**src/core/loader_pkg.sv**
```systemverilog
// shared constants, modes and carriers of the serial loader checksum and password block
// assumes a 20-bit byte address space for flash and ram, and one byte per received stream beat
package loader_pkg;

	// ----------------------------------------------------------------
	// address map
	// ----------------------------------------------------------------
	localparam logic [19:0] FLASH_LO = 20'h04000;
	localparam logic [19:0] FLASH_HI = 20'h21EFF;
	localparam logic [19:0] TOP_LO = 20'hFFF00;
	localparam logic [19:0] TOP_HI = 20'hFFFFF;
	localparam logic [19:0] BLANK_LO = 20'hFFFE0;
	localparam logic [20:0] PW_CMP_LIMIT = 21'h21F00;

	// ----------------------------------------------------------------
	// record, password and output sum window constants
	// ----------------------------------------------------------------
	localparam logic [7:0] START_MARK = 8'h3A;
	localparam logic [7:0] ERASED_BYTE = 8'hFF;
	localparam logic [7:0] REC_DATA = 8'h00;
	localparam logic [7:0] REC_END = 8'h01;
	localparam logic [7:0] REC_EXT = 8'h02;
	localparam logic [7:0] EXT_LEN = 8'h02;
	localparam logic [7:0] END_LEN = 8'h00;
	localparam logic [15:0] EXT_LIMIT = 16'h1000;
	localparam logic [7:0] PW_MIN_COUNT = 8'h08;
	localparam logic [1:0] PW_RUN_LIMIT = 2'h2;
	localparam logic [2:0] PW_ADDR_BYTES = 3'h6;
	localparam logic [7:0] ID_SUM_FIRST = 8'h09;
	localparam logic [7:0] ID_SUM_LAST = 8'h12;
	localparam logic [7:0] STATUS_SUM_FIRST = 8'h09;
	localparam logic [7:0] STATUS_SUM_LAST = 8'h0C;

	// ----------------------------------------------------------------
	// types
	// ----------------------------------------------------------------
	typedef enum logic [2:0] {
		MODE_FLASH_WRITE,
		MODE_RAM_LOAD,
		MODE_SUM_OUT,
		MODE_ID_OUT,
		MODE_STATUS_OUT,
		MODE_ERASE
	} mode_type;

	typedef struct packed {
		logic valid;
		logic [7:0] data;
	} byte_type;

	typedef struct packed {
		logic valid;
		logic [19:0] addr;
		logic [7:0] data;
	} write_type;

	typedef struct packed {
		logic rd;
		logic ram;
		logic [19:0] addr;
	} mem_req_type;

endpackage

```
**src/core/checksum_acc.sv**
```systemverilog
// 16-bit byte-wise checksum accumulator
// assumes clear and add never assert in the same cycle; clear wins if they do
`timescale 1ns/1ps
`default_nettype none

module checksum_acc
(
	input wire logic clk_i,
	input wire logic rst_i,
	input wire logic clear_i,
	input wire logic add_i,
	input wire logic [7:0] byte_i,
	output logic [15:0] sum_o
);

	logic [15:0] sum_reg;
	logic [15:0] sum_next;

	// carries past bit 15 fall away on purpose
	assign sum_next = clear_i ? 16'h0000 : (add_i ? sum_reg + {8'h00, byte_i} : sum_reg);
	assign sum_o = sum_reg;

	always_ff @(posedge clk_i)
	begin
		if (rst_i)
			sum_reg <= 16'h0000;
		else
			sum_reg <= sum_next;
	end

endmodule

`default_nettype wire

```
**src/core/hex_record_check.sv**
```systemverilog
// binary hex record parser: checks format, yields payload bytes with their address
// assumes the caller clears it at the start of each operation and feeds bytes only while records are due
`timescale 1ns/1ps
`default_nettype none

module hex_record_check
(
	input wire logic clk_i,
	input wire logic rst_i,
	input wire logic clear_i,
	input wire loader_pkg::byte_type rx_i,
	output loader_pkg::write_type pay_o,
	output logic end_o,
	output logic err_o
);

	typedef enum {R_MARK, R_LEN, R_ADR_HI, R_ADR_LO, R_TYPE, R_DATA, R_SUM} rec_state_type;

	rec_state_type state_reg, state_next;
	logic [7:0] len_reg, len_next;
	logic [7:0] type_reg, type_next;
	logic [15:0] off_reg, off_next;
	logic [15:0] ext_reg, ext_next;
	logic [7:0] sum_reg, sum_next;
	logic [7:0] idx_reg, idx_next;
	loader_pkg::write_type pay_reg, pay_next;
	logic end_reg, end_next;
	logic err_reg, err_next;

	wire logic [7:0] sum_after = sum_reg + rx_i.data;
	wire logic [19:0] pay_addr = 20'({ext_reg, 4'h0}) + {4'h0, off_reg};
	wire logic type_bad = rx_i.data != loader_pkg::REC_DATA && rx_i.data != loader_pkg::REC_END
		&& rx_i.data != loader_pkg::REC_EXT;
	wire logic ext_len_bad = rx_i.data == loader_pkg::REC_EXT && len_reg != loader_pkg::EXT_LEN;
	wire logic end_len_bad = rx_i.data == loader_pkg::REC_END && len_reg != loader_pkg::END_LEN;
	wire logic ext_high = rx_i.data == loader_pkg::REC_DATA && ext_reg >= loader_pkg::EXT_LIMIT;

	always_comb
	begin
		state_next = state_reg;
		len_next = len_reg;
		type_next = type_reg;
		off_next = off_reg;
		ext_next = ext_reg;
		sum_next = sum_reg;
		idx_next = idx_reg;
		pay_next = '0;
		end_next = 1'b0;
		err_next = 1'b0;
		if (clear_i)
		begin
			state_next = R_MARK;
			ext_next = 16'h0000;
		end
		else if (rx_i.valid)
		begin
			sum_next = sum_after;
			unique case (state_reg)
				R_MARK:
				begin
					// anything but the start mark is dropped between records
					sum_next = 8'h00;
					if (rx_i.data == loader_pkg::START_MARK)
						state_next = R_LEN;
				end
				R_LEN:
				begin
					len_next = rx_i.data;
					state_next = R_ADR_HI;
				end
				R_ADR_HI:
				begin
					off_next = {rx_i.data, off_reg[7:0]};
					state_next = R_ADR_LO;
				end
				R_ADR_LO:
				begin
					off_next = {off_reg[15:8], rx_i.data};
					state_next = R_TYPE;
				end
				R_TYPE:
				begin
					type_next = rx_i.data;
					idx_next = 8'h00;
					if (type_bad || ext_len_bad || end_len_bad || ext_high)
						err_next = 1'b1;
					state_next = (len_reg == 8'h00) ? R_SUM : R_DATA;
				end
				R_DATA:
				begin
					idx_next = idx_reg + 8'h01;
					if (type_reg == loader_pkg::REC_EXT)
						ext_next = {ext_reg[7:0], rx_i.data};
					else
					begin
						// only payload is passed on; framing bytes never reach the write port
						pay_next = '{valid: 1'b1, addr: pay_addr, data: rx_i.data};
						off_next = off_reg + 16'h0001;
					end
					if (idx_reg + 8'h01 == len_reg)
						state_next = R_SUM;
				end
				R_SUM:
				begin
					if (sum_after != 8'h00)
						err_next = 1'b1;
					else if (type_reg == loader_pkg::REC_END)
						end_next = 1'b1;
					state_next = R_MARK;
				end
			endcase
		end
	end

	always_ff @(posedge clk_i)
	begin
		if (rst_i)
		begin
			state_reg <= R_MARK;
			len_reg <= 8'h00;
			type_reg <= 8'h00;
			off_reg <= 16'h0000;
			ext_reg <= 16'h0000;
			sum_reg <= 8'h00;
			idx_reg <= 8'h00;
			pay_reg <= '0;
			end_reg <= 1'b0;
			err_reg <= 1'b0;
		end
		else
		begin
			state_reg <= state_next;
			len_reg <= len_next;
			type_reg <= type_next;
			off_reg <= off_next;
			ext_reg <= ext_next;
			sum_reg <= sum_next;
			idx_reg <= idx_next;
			pay_reg <= pay_next;
			end_reg <= end_next;
			err_reg <= err_next;
		end
	end

	assign pay_o = pay_reg;
	assign end_o = end_reg;
	assign err_o = err_reg;

endmodule

`default_nettype wire

```
**src/core/serial_loader_checksum_password.sv**
```systemverilog
// checksum, hex record and password engine of the serial programming loader
// assumes received bytes arrive at least three clocks apart and memory reads answer within the cycle that mem_o.rd stands
// Functional notes
// - checksum adds covered data byte by byte, returned as one 16-bit word.
// - flash write and sum modes sum whole flash, both regions, always.
// - record length, address, type and checksum fields never enter the checksum.
// - ram loader mode sums ram from first to last received ram address.
// - product id mode sums only transferred bytes nine through eighteen.
// - flash status mode sums only transferred bytes nine through twelve.
// - erase sums erased sector only, or whole flash after full erase.
// - after a record checksum, every byte except 3AH is dropped.
// - receive or record format error halts silently.
// - unknown record type or failed record checksum is a format error.
// - extended address record with length other than 02H is a format error.
// - data record after extended address 1000H or above is a format error.
// - end record with length other than 00H is a format error.
// - password bytes compared to eight or more flash bytes; mismatch halts.
// - password locations outside the two flash regions are rejected.
// - non-blank needs count of eight or more and start within 04000H..21F00H-count.
// - all FFH at FFFE0H..FFFFFH means blank; comparison skipped, addresses still sent.
// - password with three identical consecutive bytes is an error and halts.
// - any password error halts silently; only reset recovers.
// - blank device expects records right after compare start; stray 3AH starts one.
// - once halted, all link traffic stops until reset.
`timescale 1ns/1ps
`default_nettype none

module serial_loader_checksum_password
(
	input wire logic clk_i,
	input wire logic rst_i,
	input wire logic start_i,
	input wire loader_pkg::mode_type mode_i,
	input wire logic erase_full_i,
	input wire logic [19:0] erase_lo_i,
	input wire logic [19:0] erase_hi_i,
	input wire loader_pkg::byte_type rx_i,
	input wire logic rx_error_i,
	input wire loader_pkg::byte_type out_i,
	output loader_pkg::mem_req_type mem_o,
	input wire logic [7:0] mem_data_i,
	output loader_pkg::write_type wr_o,
	output loader_pkg::byte_type tx_o,
	input wire logic tx_ready_i,
	output logic [15:0] sum_o,
	output logic done_o,
	output logic halt_o
);

	// ----------------------------------------------------------------
	// state and registers
	// ----------------------------------------------------------------
	typedef enum {ST_IDLE, ST_PW_ADDR, ST_BLANK, ST_COUNT, ST_PW_CMP, ST_HEX, ST_SWEEP,
		ST_TX_HI, ST_TX_LO, ST_OUT_SUM, ST_HALT} state_type;

	state_type state_reg, state_next;
	loader_pkg::mode_type mode_reg, mode_next;
	logic [47:0] pw_addr_reg, pw_addr_next;
	logic [7:0] cnt_reg, cnt_next;
	logic [7:0] pw_n_reg, pw_n_next;
	logic [7:0] cur_reg, cur_next;
	logic [7:0] prev_reg, prev_next;
	logic [1:0] run_reg, run_next;
	logic rd_wait_reg, rd_wait_next;
	logic blank_reg, blank_next;
	logic seg2_reg, seg2_next;
	logic [19:0] addr_reg, addr_next;
	logic [19:0] end_reg, end_next;
	logic ram_seen_reg, ram_seen_next;
	logic [19:0] ram_first_reg, ram_first_next;
	logic [19:0] ram_last_reg, ram_last_next;
	loader_pkg::mem_req_type mem_reg, mem_next;
	loader_pkg::byte_type tx_reg, tx_next;
	logic done_reg, done_next;
	logic acc_clear;
	logic acc_add;
	logic [7:0] acc_byte;
	logic [15:0] acc_sum;
	loader_pkg::write_type pay;
	logic hex_end;
	logic hex_err;

	// ----------------------------------------------------------------
	// decode
	// ----------------------------------------------------------------
	wire logic [23:0] pw_count_location = pw_addr_reg[47:24];
	wire logic [23:0] pw_compare_start = pw_addr_reg[23:0];
	wire logic [19:0] cnt_loc20 = pw_count_location[19:0];
	wire logic [19:0] cmp_start20 = pw_compare_start[19:0];
	wire logic in_flash_cnt = cnt_loc20 >= loader_pkg::FLASH_LO && cnt_loc20 <= loader_pkg::FLASH_HI;
	wire logic in_top_cnt = cnt_loc20 >= loader_pkg::TOP_LO;
	wire logic cnt_loc_ok = pw_count_location[23:20] == 4'h0 && (in_flash_cnt || in_top_cnt);
	wire logic cmp_start_ok = pw_compare_start[23:20] == 4'h0 && cmp_start20 >= loader_pkg::FLASH_LO
		&& cmp_start20 <= loader_pkg::FLASH_HI;
	wire logic [20:0] cmp_end = {1'b0, cmp_start20} + {13'h0000, mem_data_i};
	wire logic count_ok = mem_data_i >= loader_pkg::PW_MIN_COUNT && cmp_end <= loader_pkg::PW_CMP_LIMIT;
	wire logic needs_pw = mode_reg == loader_pkg::MODE_FLASH_WRITE || mode_reg == loader_pkg::MODE_RAM_LOAD
		|| mode_reg == loader_pkg::MODE_ERASE;
	wire logic hex_mode = mode_reg == loader_pkg::MODE_FLASH_WRITE || mode_reg == loader_pkg::MODE_RAM_LOAD;
	wire logic [7:0] out_idx = cnt_reg + 8'h01;
	wire logic [7:0] win_first = (mode_reg == loader_pkg::MODE_ID_OUT) ? loader_pkg::ID_SUM_FIRST
		: loader_pkg::STATUS_SUM_FIRST;
	wire logic [7:0] win_last = (mode_reg == loader_pkg::MODE_ID_OUT) ? loader_pkg::ID_SUM_LAST
		: loader_pkg::STATUS_SUM_LAST;
	wire logic out_in_win = out_idx >= win_first && out_idx <= win_last;
	wire logic active = state_reg != ST_IDLE && state_reg != ST_HALT;
	wire logic sweep_add = state_reg == ST_SWEEP && rd_wait_reg;
	wire logic out_add = state_reg == ST_OUT_SUM && out_i.valid && out_in_win;
	wire loader_pkg::byte_type hex_rx = '{valid: rx_i.valid && state_reg == ST_HEX, data: rx_i.data};

	assign acc_clear = state_reg == ST_IDLE && start_i;
	assign acc_add = sweep_add || out_add;
	assign acc_byte = sweep_add ? mem_data_i : out_i.data;

	// ----------------------------------------------------------------
	// sub-blocks
	// ----------------------------------------------------------------
	checksum_acc acc_u
	(
		.clk_i(clk_i),
		.rst_i(rst_i),
		.clear_i(acc_clear),
		.add_i(acc_add),
		.byte_i(acc_byte),
		.sum_o(acc_sum)
	);

	hex_record_check hex_u
	(
		.clk_i(clk_i),
		.rst_i(rst_i),
		.clear_i(acc_clear),
		.rx_i(hex_rx),
		.pay_o(pay),
		.end_o(hex_end),
		.err_o(hex_err)
	);

	// ----------------------------------------------------------------
	// sequencer
	// ----------------------------------------------------------------
	always_comb
	begin
		state_next = state_reg;
		mode_next = mode_reg;
		pw_addr_next = pw_addr_reg;
		cnt_next = cnt_reg;
		pw_n_next = pw_n_reg;
		cur_next = cur_reg;
		prev_next = prev_reg;
		run_next = run_reg;
		rd_wait_next = 1'b0;
		blank_next = blank_reg;
		seg2_next = seg2_reg;
		addr_next = addr_reg;
		end_next = end_reg;
		ram_seen_next = ram_seen_reg;
		ram_first_next = ram_first_reg;
		ram_last_next = ram_last_reg;
		mem_next = '0;
		tx_next = tx_reg;
		done_next = 1'b0;
		unique case (state_reg)
			ST_IDLE:
			begin
				if (start_i)
				begin
					mode_next = mode_i;
					cnt_next = 8'h00;
					ram_seen_next = 1'b0;
					if (mode_i == loader_pkg::MODE_SUM_OUT)
					begin
						addr_next = loader_pkg::FLASH_LO;
						end_next = loader_pkg::FLASH_HI;
						seg2_next = 1'b1;
						state_next = ST_SWEEP;
					end
					else if (mode_i == loader_pkg::MODE_ID_OUT || mode_i == loader_pkg::MODE_STATUS_OUT)
						state_next = ST_OUT_SUM;
					else
						state_next = ST_PW_ADDR;
				end
			end
			ST_PW_ADDR:
			begin
				// both location fields are taken even from a blank device
				if (rx_i.valid)
				begin
					pw_addr_next = {pw_addr_reg[39:0], rx_i.data};
					cnt_next = cnt_reg + 8'h01;
					if (cnt_reg == 8'(loader_pkg::PW_ADDR_BYTES - 3'h1))
					begin
						addr_next = loader_pkg::BLANK_LO;
						blank_next = 1'b1;
						state_next = ST_BLANK;
					end
				end
			end
			ST_BLANK:
			begin
				if (!cnt_loc_ok || !cmp_start_ok)
					state_next = ST_HALT;
				else if (!rd_wait_reg)
				begin
					mem_next = '{rd: 1'b1, ram: 1'b0, addr: addr_reg};
					rd_wait_next = 1'b1;
				end
				else
				begin
					blank_next = blank_reg && mem_data_i == loader_pkg::ERASED_BYTE;
					addr_next = addr_reg + 20'h00001;
					if (addr_reg == loader_pkg::TOP_HI)
					begin
						if (blank_reg && mem_data_i == loader_pkg::ERASED_BYTE)
							state_next = hex_mode ? ST_HEX : ST_SWEEP;
						else
							state_next = ST_COUNT;
					end
				end
				if (state_next == ST_SWEEP)
				begin
					addr_next = erase_full_i ? loader_pkg::FLASH_LO : erase_lo_i;
					end_next = erase_full_i ? loader_pkg::FLASH_HI : erase_hi_i;
					seg2_next = erase_full_i;
				end
			end
			ST_COUNT:
			begin
				if (!rd_wait_reg)
				begin
					mem_next = '{rd: 1'b1, ram: 1'b0, addr: cnt_loc20};
					rd_wait_next = 1'b1;
				end
				else if (!count_ok)
					state_next = ST_HALT;
				else
				begin
					pw_n_next = mem_data_i;
					cnt_next = 8'h00;
					run_next = 2'h0;
					state_next = ST_PW_CMP;
				end
			end
			ST_PW_CMP:
			begin
				if (!rd_wait_reg && rx_i.valid)
				begin
					cur_next = rx_i.data;
					mem_next = '{rd: 1'b1, ram: 1'b0, addr: cmp_start20 + {12'h000, cnt_reg}};
					rd_wait_next = 1'b1;
				end
				else if (rd_wait_reg)
				begin
					run_next = (cnt_reg != 8'h00 && cur_reg == prev_reg) ? run_reg + 2'h1 : 2'h0;
					prev_next = cur_reg;
					cnt_next = cnt_reg + 8'h01;
					if (mem_data_i != cur_reg)
						state_next = ST_HALT;
					else if (cnt_reg != 8'h00 && cur_reg == prev_reg && run_reg == loader_pkg::PW_RUN_LIMIT - 2'h1)
						state_next = ST_HALT;
					else if (cnt_reg + 8'h01 == pw_n_reg)
						state_next = hex_mode ? ST_HEX : ST_SWEEP;
				end
				if (state_next == ST_SWEEP)
				begin
					addr_next = erase_full_i ? loader_pkg::FLASH_LO : erase_lo_i;
					end_next = erase_full_i ? loader_pkg::FLASH_HI : erase_hi_i;
					seg2_next = erase_full_i;
				end
			end
			ST_HEX:
			begin
				if (pay.valid)
				begin
					ram_seen_next = 1'b1;
					ram_last_next = pay.addr;
					if (!ram_seen_reg)
						ram_first_next = pay.addr;
				end
				if (hex_err)
					state_next = ST_HALT;
				else if (hex_end)
				begin
					if (mode_reg == loader_pkg::MODE_RAM_LOAD)
					begin
						addr_next = ram_first_reg;
						end_next = ram_last_reg;
						seg2_next = 1'b0;
						state_next = ram_seen_reg ? ST_SWEEP : ST_TX_HI;
					end
					else
					begin
						addr_next = loader_pkg::FLASH_LO;
						end_next = loader_pkg::FLASH_HI;
						seg2_next = 1'b1;
						state_next = ST_SWEEP;
					end
				end
			end
			ST_SWEEP:
			begin
				if (!rd_wait_reg)
				begin
					mem_next = '{rd: 1'b1, ram: mode_reg == loader_pkg::MODE_RAM_LOAD, addr: addr_reg};
					rd_wait_next = 1'b1;
				end
				else if (addr_reg != end_reg)
					addr_next = addr_reg + 20'h00001;
				else if (seg2_reg)
				begin
					addr_next = loader_pkg::TOP_LO;
					end_next = loader_pkg::TOP_HI;
					seg2_next = 1'b0;
				end
				else
					state_next = ST_TX_HI;
			end
			ST_TX_HI:
			begin
				// upper byte first, as the controller expects
				tx_next = '{valid: 1'b1, data: acc_sum[15:8]};
				if (tx_reg.valid && tx_ready_i)
				begin
					tx_next = '{valid: 1'b1, data: acc_sum[7:0]};
					state_next = ST_TX_LO;
				end
			end
			ST_TX_LO:
			begin
				if (tx_ready_i)
				begin
					tx_next = '0;
					done_next = 1'b1;
					state_next = ST_IDLE;
				end
			end
			ST_OUT_SUM:
			begin
				if (out_i.valid)
				begin
					cnt_next = out_idx;
					if (out_idx == win_last)
					begin
						done_next = 1'b1;
						state_next = ST_IDLE;
					end
				end
			end
			ST_HALT:
			begin
				tx_next = '0;
			end
		endcase
		if (active && rx_error_i)
			state_next = ST_HALT;
		if (state_next == ST_HALT)
		begin
			tx_next = '0;
			mem_next = '0;
		end
	end

	always_ff @(posedge clk_i)
	begin
		if (rst_i)
		begin
			state_reg <= ST_IDLE;
			mode_reg <= loader_pkg::MODE_FLASH_WRITE;
			pw_addr_reg <= 48'h000000000000;
			cnt_reg <= 8'h00;
			pw_n_reg <= 8'h00;
			cur_reg <= 8'h00;
			prev_reg <= 8'h00;
			run_reg <= 2'h0;
			rd_wait_reg <= 1'b0;
			blank_reg <= 1'b0;
			seg2_reg <= 1'b0;
			addr_reg <= 20'h00000;
			end_reg <= 20'h00000;
			ram_seen_reg <= 1'b0;
			ram_first_reg <= 20'h00000;
			ram_last_reg <= 20'h00000;
			mem_reg <= '0;
			tx_reg <= '0;
			done_reg <= 1'b0;
		end
		else
		begin
			state_reg <= state_next;
			mode_reg <= mode_next;
			pw_addr_reg <= pw_addr_next;
			cnt_reg <= cnt_next;
			pw_n_reg <= pw_n_next;
			cur_reg <= cur_next;
			prev_reg <= prev_next;
			run_reg <= run_next;
			rd_wait_reg <= rd_wait_next;
			blank_reg <= blank_next;
			seg2_reg <= seg2_next;
			addr_reg <= addr_next;
			end_reg <= end_next;
			ram_seen_reg <= ram_seen_next;
			ram_first_reg <= ram_first_next;
			ram_last_reg <= ram_last_next;
			mem_reg <= mem_next;
			tx_reg <= tx_next;
			done_reg <= done_next;
		end
	end

	// ----------------------------------------------------------------
	// outputs
	// ----------------------------------------------------------------
	// record writes stop at once on halt; the parser's last beat is masked
	assign wr_o = (state_reg == ST_HEX) ? pay : '0;
	assign mem_o = mem_reg;
	assign tx_o = tx_reg;
	assign sum_o = acc_sum;
	assign done_o = done_reg;
	assign halt_o = state_reg == ST_HALT;

endmodule

`default_nettype wire

```
**config.mk**
```make
export PLATFORM = sky130hd
export DESIGN_NAME = serial_loader_checksum_password
export DESIGN_NICKNAME = d
export VERILOG_FILES = /design/src/core/loader_pkg.sv /design/src/core/checksum_acc.sv /design/src/core/hex_record_check.sv /design/src/core/serial_loader_checksum_password.sv
export SDC_FILE = /design/constraint.sdc
export NUM_CORES = 1
export LEC_CHECK = 0
export BUFFER_PORTS_ARGS = -buffer_cell sky130_fd_sc_hd__buf_2
export CORE_MARGIN = 8
export CORE_UTILIZATION = 49
export CTS_CLUSTER_SIZE = 8
export DETAILED_ROUTE_END_ITERATION = 10
export GPL_TIMING_DRIVEN = 1
export PLACE_DENSITY_LB_ADDON = 0.25
export SYNTH_ARGS = -nofsm -noshare
export SYNTH_HDL_FRONTEND = slang
export SYNTH_HIERARCHICAL = 1
export SYNTH_SLANG_ARGS = --single-unit
export TNS_END_PERCENT = 5
```
**constraint.sdc**
```tcl
create_clock -name clk_i -period 3.2 [get_ports clk_i]
set_clock_uncertainty 0.05 [all_clocks]
set_input_delay 0.32 -clock clk_i [delete_from_list [all_inputs] [get_ports clk_i]]
set_output_delay 0.32 -clock clk_i [all_outputs]
set_load 0.01 [all_outputs]
```
==> flow_summary.yaml, run 1 <==
global_routing:
  grt.total_usage_pct: 26.6
  first_global_vias: 18900
  grt_max_degree: 77
  antenna_found_initial: 3
  grt-ovfl-total: 0
  grt_pass1_wl_um: 102000
timing:
  hold_viol: 0
  rsz0062_at_grt: "true"
  fmax_mhz: 287
  relSlewSlack_pct: 25.4
  finalWorstSetupSlack_ps: -282
  tightest_slew_ps: 1110
  setup-tns-final_ps: -6190
  setup_violations: 41
  drv_slew: 0
  fin_crit_ps: 3480
  finalCritPeriodShare_pct: 109
status:
  outcome: "finished, violations left"
  violations: "negative setup slack"
clock_network:
  ctsRootBufferMaster: "clkbuf_16"
  cts_buffers: 49
  cts.clk_slew.worst_paths_ps: 50
  cts.sinks: 347
  cts_buffer_depth: 3
  cts_htree_levels: 2
  tritoncts: "built"
  clkLatencyLatePin_ps: 590
routing:
  drt_wl_total_um: 65900
  route.met2.wl_um: 31200
  via_count: 19700
  drtPass1Iterations: 9
  ant_nets: 0
  first_iter_violations: 1927
  highest_layer: "met5"
  dr_wl_met3_um: 4790
  vias_per_cell: 6.06
  drc_errors: 0
  wirelength_met1_um: 26800
  wire_per_inst_um: 20.3
floorplan:
  ios: 153
  initial_core_util_pct: 49.5
  fp-row-count: 73
  die_area_sq_mm: 0.0466
  fp.coreArea_sq_mm: 0.0395
  die_h_um: 216
  die-width_um: 216
logic_synthesis:
  ys_seq_elements: 347
  yosysWarnings: 6
  synth_top_area_share_pct: 35.5
  avgSynthCellArea_sq_um: 8.00
  seq_area_frac_synth_pct: 35.5
  synth_edf_count: 0
  syn_inst: 2446
  syn_area_sq_mm: 0.0196
  yosys-top-cells-area: "dfxtp_1 36%, nand2_1 7.1%, a21oi_1 5.8%"
  synth_fp_nets: 2580
  ys.flop_type: "dfxtp_1"
  synthArstFlopShare_pct: 0
  yosys.area.top_type: "dfxtp_1"
  ys_types: 102
power:
  power_mw: 13.7
  p_leak_nw: 9.51
  ir_drop_mv: 0.352
  p_per_area_mw_per_mm2: 568
place:
  io_buffers: 152
  place_ws_ps: -614
  gp_congestion: 0.982
  place_hpwl_um: 47600
finish:
  area_delta_synth_final_pct: 23.3
  final_nets: 2845
  n_fill_cell: 3480
  largest_reg_flops: 48
  drive_above_1_share_pct: 22.1
critical_path:
  critPathKind: "register to register"
  cp.arrival_ps: 3930
  crit_required_ps: 3640
  end_kind: "register"
  crit_fanout: 9
  startpoint_type: "register"
  crit_path_max_incr_delay_ps: 330
  path_cells: "buf_6 > ha_1 > a21o_1 > nand4_1 > a21oi_4 > buf_4 > or3_1 > a41oi_2 > a211oi_2 > buf_4 > a211oi_2 > a22oi_2 > buf_4 > buf_6 > buf_12 > a221oi_2"
  slowest_stage: "dfxtp_2"
  crit_path_frequent_cell: "buf_4"
run:
  maxCapViolCount: 0
worst_hold_path:
  hold_path.class: "primary input to register"
[per-stage QoR]
step	hold WS, ps	instances	utilization (%)	cell area (sq um)
after global routing	36.3	3242	61.0	24100
after detailed placement	392	3163	55.6	22000
after CTS	31.1	3235	60.0	23700
final	52.8	3242	61.0	24100
after global placement	385	3163	55.6	22000
after floorplan	371	2446	-	19600
[where the power goes]
part           internal [mW]  switching [mW]  total, mW  leakage [nW]
clock network           2.74            1.90       4.64         0.639
logic                   1.87            2.64       4.51          6.07
registers               4.46           0.105       4.56          2.80
[routing by layer]
metal | vias to the layer above | GRT usage, %
li1 | 9262 | -
met5 | - | 0
met2 | 840 | 44.6
met1 | 9356 | 32.8
met3 | 196 | 4.87
met4 | 2 | 12.5
[final timing paths]
kind,depth (start not counted),end,startpoint,slack (ps)
max,16,tx_o[8],pw_addr_reg[1],-280
min,3,pw_n_reg[5],mem_data_i[5],50
max reg2reg,16,tx_o[8],pw_addr_reg[1],-280
min reg2reg,2,ram_last_reg[0],ram_last_reg[0],400
[cell type report]
class | count | area [sq um] | share of cell area (%)
multi-input combinational | 1897 | 12400 | 51.2
sequential | 347 | 6960 | 28.9
clock inverter | 3 | 41.3 | 0.171
timing repair buffer | 384 | 2720 | 11.3
clock buffer | 52 | 1260 | 5.22
tap | 525 | 657 | 2.72
inverter | 32 | 123 | 0.508
antenna | 2 | 5.00 | 0.0208
[placed cells by master (no fill, tap or decap), drive strengths merged, types with 21 or more instances in the layout]
cell,n
o211ai,23
o21ai,124
nor2,218
a21oi,229
dfxtp,347
ha,54
or3,22
and3,44
nor4,29
clkbuf,52
a222oi,21
xor2,44
nand3b,26
nor3,49
xnor2,81
buf,380
nand2b,24
a211oi,50
nand4,37
nand3,61
nor2b,21
mux2i,69
inv,33
and2,47
nand2,372
[synth_stat cells, drive strengths merged, types with 14 or more instances]
| library cell | count |
|---|---|
| a21o | 18 |
| o211ai | 23 |
| and3 | 44 |
| inv | 32 |
| a222oi | 21 |
| and2 | 47 |
| nor4 | 29 |
| nor2 | 218 |
| o21ai | 124 |
| o21a | 14 |
| nand2 | 372 |
| a22oi | 15 |
| or3 | 22 |
| nand2b | 24 |
| dfxtp | 347 |
| nand3 | 61 |
| or4 | 16 |
| a21oi | 229 |
| buf | 39 |
| ha | 54 |
| nand3b | 26 |
| a211oi | 50 |
| mux2i | 69 |
| xor2 | 44 |
| nand4 | 37 |
| nor2b | 21 |
| clkbuf | 131 |
| nor3 | 49 |
| xnor2 | 81 |
| a31oi | 20 |
[logic make-up after synthesis]
logic type	share of synthesized area, %
simple gates	25.5
compound gates	20.9
flops	35.5
buf+inv	4.27
xor+xnor	5.84
mux	4.05
fa+ha+maj	3.96
[worst max-delay path: cells and delay by family, from the launching register on]
family | cells | cell delay, ps
and+or+nand+nor | 2 | 540
adders and majority gates | 1 | 280
buffers and inverters | 6 | 900
DFF | 1 | 330
AOI/OAI and AO/OA | 7 | 1290
[what timing repair did]
item	in CTS	in global routing
hold endpoints to repair	4	0
hold buffers	4	0
pin swaps	31	40
resized for setup	50	89
setup buffers	9	8
endpoints found under the setup margin	65	171
gates cloned	4	0
Note: power is estimated with default switching activity, not from simulation.
==> run 2: changes to the inputs <==
PLACE_DENSITY = 0.72   (was not set)
PLACE_DENSITY_LB_ADDON = not set   (was 0.25)
==> run 2 against run 1 <==
Against the previous run:
- the flow still finishes with violations (negative setup slack)
- count of clock-buffer cells in the layout unchanged
- clock power is essentially flat
- first-iteration DRC count shrank 7.9%
- critical path depth decreased by 4
- final cell count down 0.68%
- power is 2.8% lower
- combinational power fell by 8.9%
- register-to-register slack improved by 160 ps
- critical endpoint is now acc_u/sum_o[9]
- non-clock buffer count is 20 lower
- die area did not move
- sequential power about the same
- design area shrank 1.3%
==> flow_summary.yaml, run 2 (synthesized netlist as in run 1, its figures left out) <==
status:
  outcome: "finished, violations left"
  violations: "negative setup slack"
timing:
  fmax_mhz: 301
  drv_slew: 0
  tightest_slew_ps: 1120
  finalCritPeriodShare_pct: 104
  rsz0062_at_grt: "true"
  relSlewSlack_pct: 24.5
  fin_hold_ws_ps: 25.0
  fin_crit_ps: 3320
  setup-tns-final_ps: -2380
  finalWorstSetupSlack_ps: -118
  hold_viol: 0
  setup_violations: 44
finish:
  layout_commonest_cell: "nand2_1"
  fin_area_sq_mm: 0.0238
  fin_util_pct: 60.2
  area_delta_synth_final_pct: 21.7
  largest_reg_flops: 48
  final_cell_mix: "367 x nand2_1, 342 x dfxtp_1, 218 x a21oi_1, 213 x nor2_1, 193 x buf_4"
  diodes: 0
  drive_above_1_share_pct: 20.8
  final_nets: 2825
place:
  place_area_sq_mm: 0.0220
  place_hpwl_um: 47800
  gp_congestion: 0.956
  io_buffers: 152
critical_path:
  path_cells: "nor4_2 > nand4_2 > nor4_4 > nand2_2 > buf_4 > mux2_2 > ha_1 > a21o_1 > and4_1 > o2111a_1 > o211ai_1 > mux2i_1"
  crit_fanout: 5
  startpoint_type: "register"
  end_kind: "register"
  crit_path_max_incr_delay_ps: 340
  cp.arrival_ps: 3780
  crit_required_ps: 3660
  slowest_stage: "nor4_4"
  critPathKind: "register to register"
routing:
  wire_per_inst_um: 20.2
  first_iter_violations: 1774
  via_count: 19500
  drt_wl_total_um: 65100
  ant_nets: 0
  drc_errors: 0
  vias_per_cell: 6.06
  drtPass1Iterations: 7
floorplan:
  ios: 153
  fp.coreArea_sq_mm: 0.0395
  die_h_um: 216
  fp-row-count: 73
  die-width_um: 216
  initial_core_util_pct: 49.5
  die_area_sq_mm: 0.0466
clock_network:
  cts_buffer_depth: 3
  cts_htree_levels: 2
  cts_buffers: 49
  ctsRootBufferMaster: "clkbuf_16"
  tritoncts: "built"
  cts.clk_slew.worst_paths_ps: 50
  clkLatencyLatePin_ps: 600
  cts.sinks: 347
power:
  switching_share_pct: 33.6
  switchingPower_mw: 4.47
  p_leak_nw: 9.41
  p_int_mw: 8.85
  ir_drop_mv: 0.387
  power_mw: 13.3
  pwr-share-clk_pct: 35.0
  combPwrFrac_pct: 30.9
  power_frac_seq_pct: 34.1
  p_per_area_mw_per_mm2: 560
global_routing:
  grt_pass1_wl_um: 102000
  grt_max_degree: 83
  grt.total_usage_pct: 26.5
  grt-ovfl-total: 0
  antenna_found_initial: 1
  first_global_vias: 18900
worst_hold_path:
  hold_path.class: "primary input to register"
run:
  maxCapViolCount: 0
[run 2: critical path, delay by kind of cell, from the launching register on]
kind                     cells  cell delay (ps)
AND/OR/NAND/NOR              5             1270
flip-flops                   1              310
AO/OA/AOI/OAI                3              650
buffers and inverters        1              180
multiplexers                 2              490
adder cells (fa/ha/maj)      1              280
[run 2: routing by layer]
metal	up-vias	track usage [%]	routed length [um]
li1	9212	-	-
met2	784	43.9	30800
met3	177	4.55	4670
met1	9335	33.6	26900
met4	2	11.8	2670
met5	-	0	13
[run 2: power groups by stage]
stage | combinational, mW | sequential (mW) | clock (mW)
6_report | 4.11 | 4.54 | 4.66
5_1_grt | 4.38 | 4.55 | 4.92
4_1_cts | 3.79 | 4.54 | 4.74
3_5_place_dp | 3.73 | 4.62 | 0
3_3_place_gp | 3.68 | 4.62 | 0
2_1_floorplan | 2.40 | 4.62 | 0
[run 2: final timing paths]
| kind | start | end | slack, ps | cells past startpoint |
|---|---|---|---|---|
| setup / recovery | state_reg[12] | acc_u/sum_o[9] | -120 | 12 |
| hold / removal | mode_i[0] | mode_reg[0] | 20 | 3 |
| setup reg to reg | state_reg[12] | acc_u/sum_o[9] | -120 | 12 |
| hold reg to reg | ram_last_reg[2] | ram_last_reg[2] | 400 | 2 |
[run 2: cell type report]
cell class,count,area [sq um]
Clock buffer,52,1260
Inverter,32,123
Clock inverter,3,66.3
Timing Repair Buffer,364,2540
Sequential cell,347,6960
Fill cell,3500,15700
Multi-Input combinational cell,1897,12200
Tap cell,525,657
[run 2: through the flow]
| stage | worst slack, ps | cells |
|---|---|---|
| after floorplan | -21.3 | 2446 |
| after global placement | -497 | 3157 |
| after detailed placement | -587 | 3157 |
| after CTS | -133 | 3215 |
| after global routing | -300 | 3220 |
| final | -118 | 3220 |
[run 2: repair_timing]
item                                   4_1_cts  5_1_grt
setup endpoints to repair                   78      139
cloned                                       0        1
buffers inserted                             1        4
endpoints found under the hold margin        2        0
resized for setup                           44       43
hold buffers                                 2        0
pin swaps                                   13       17
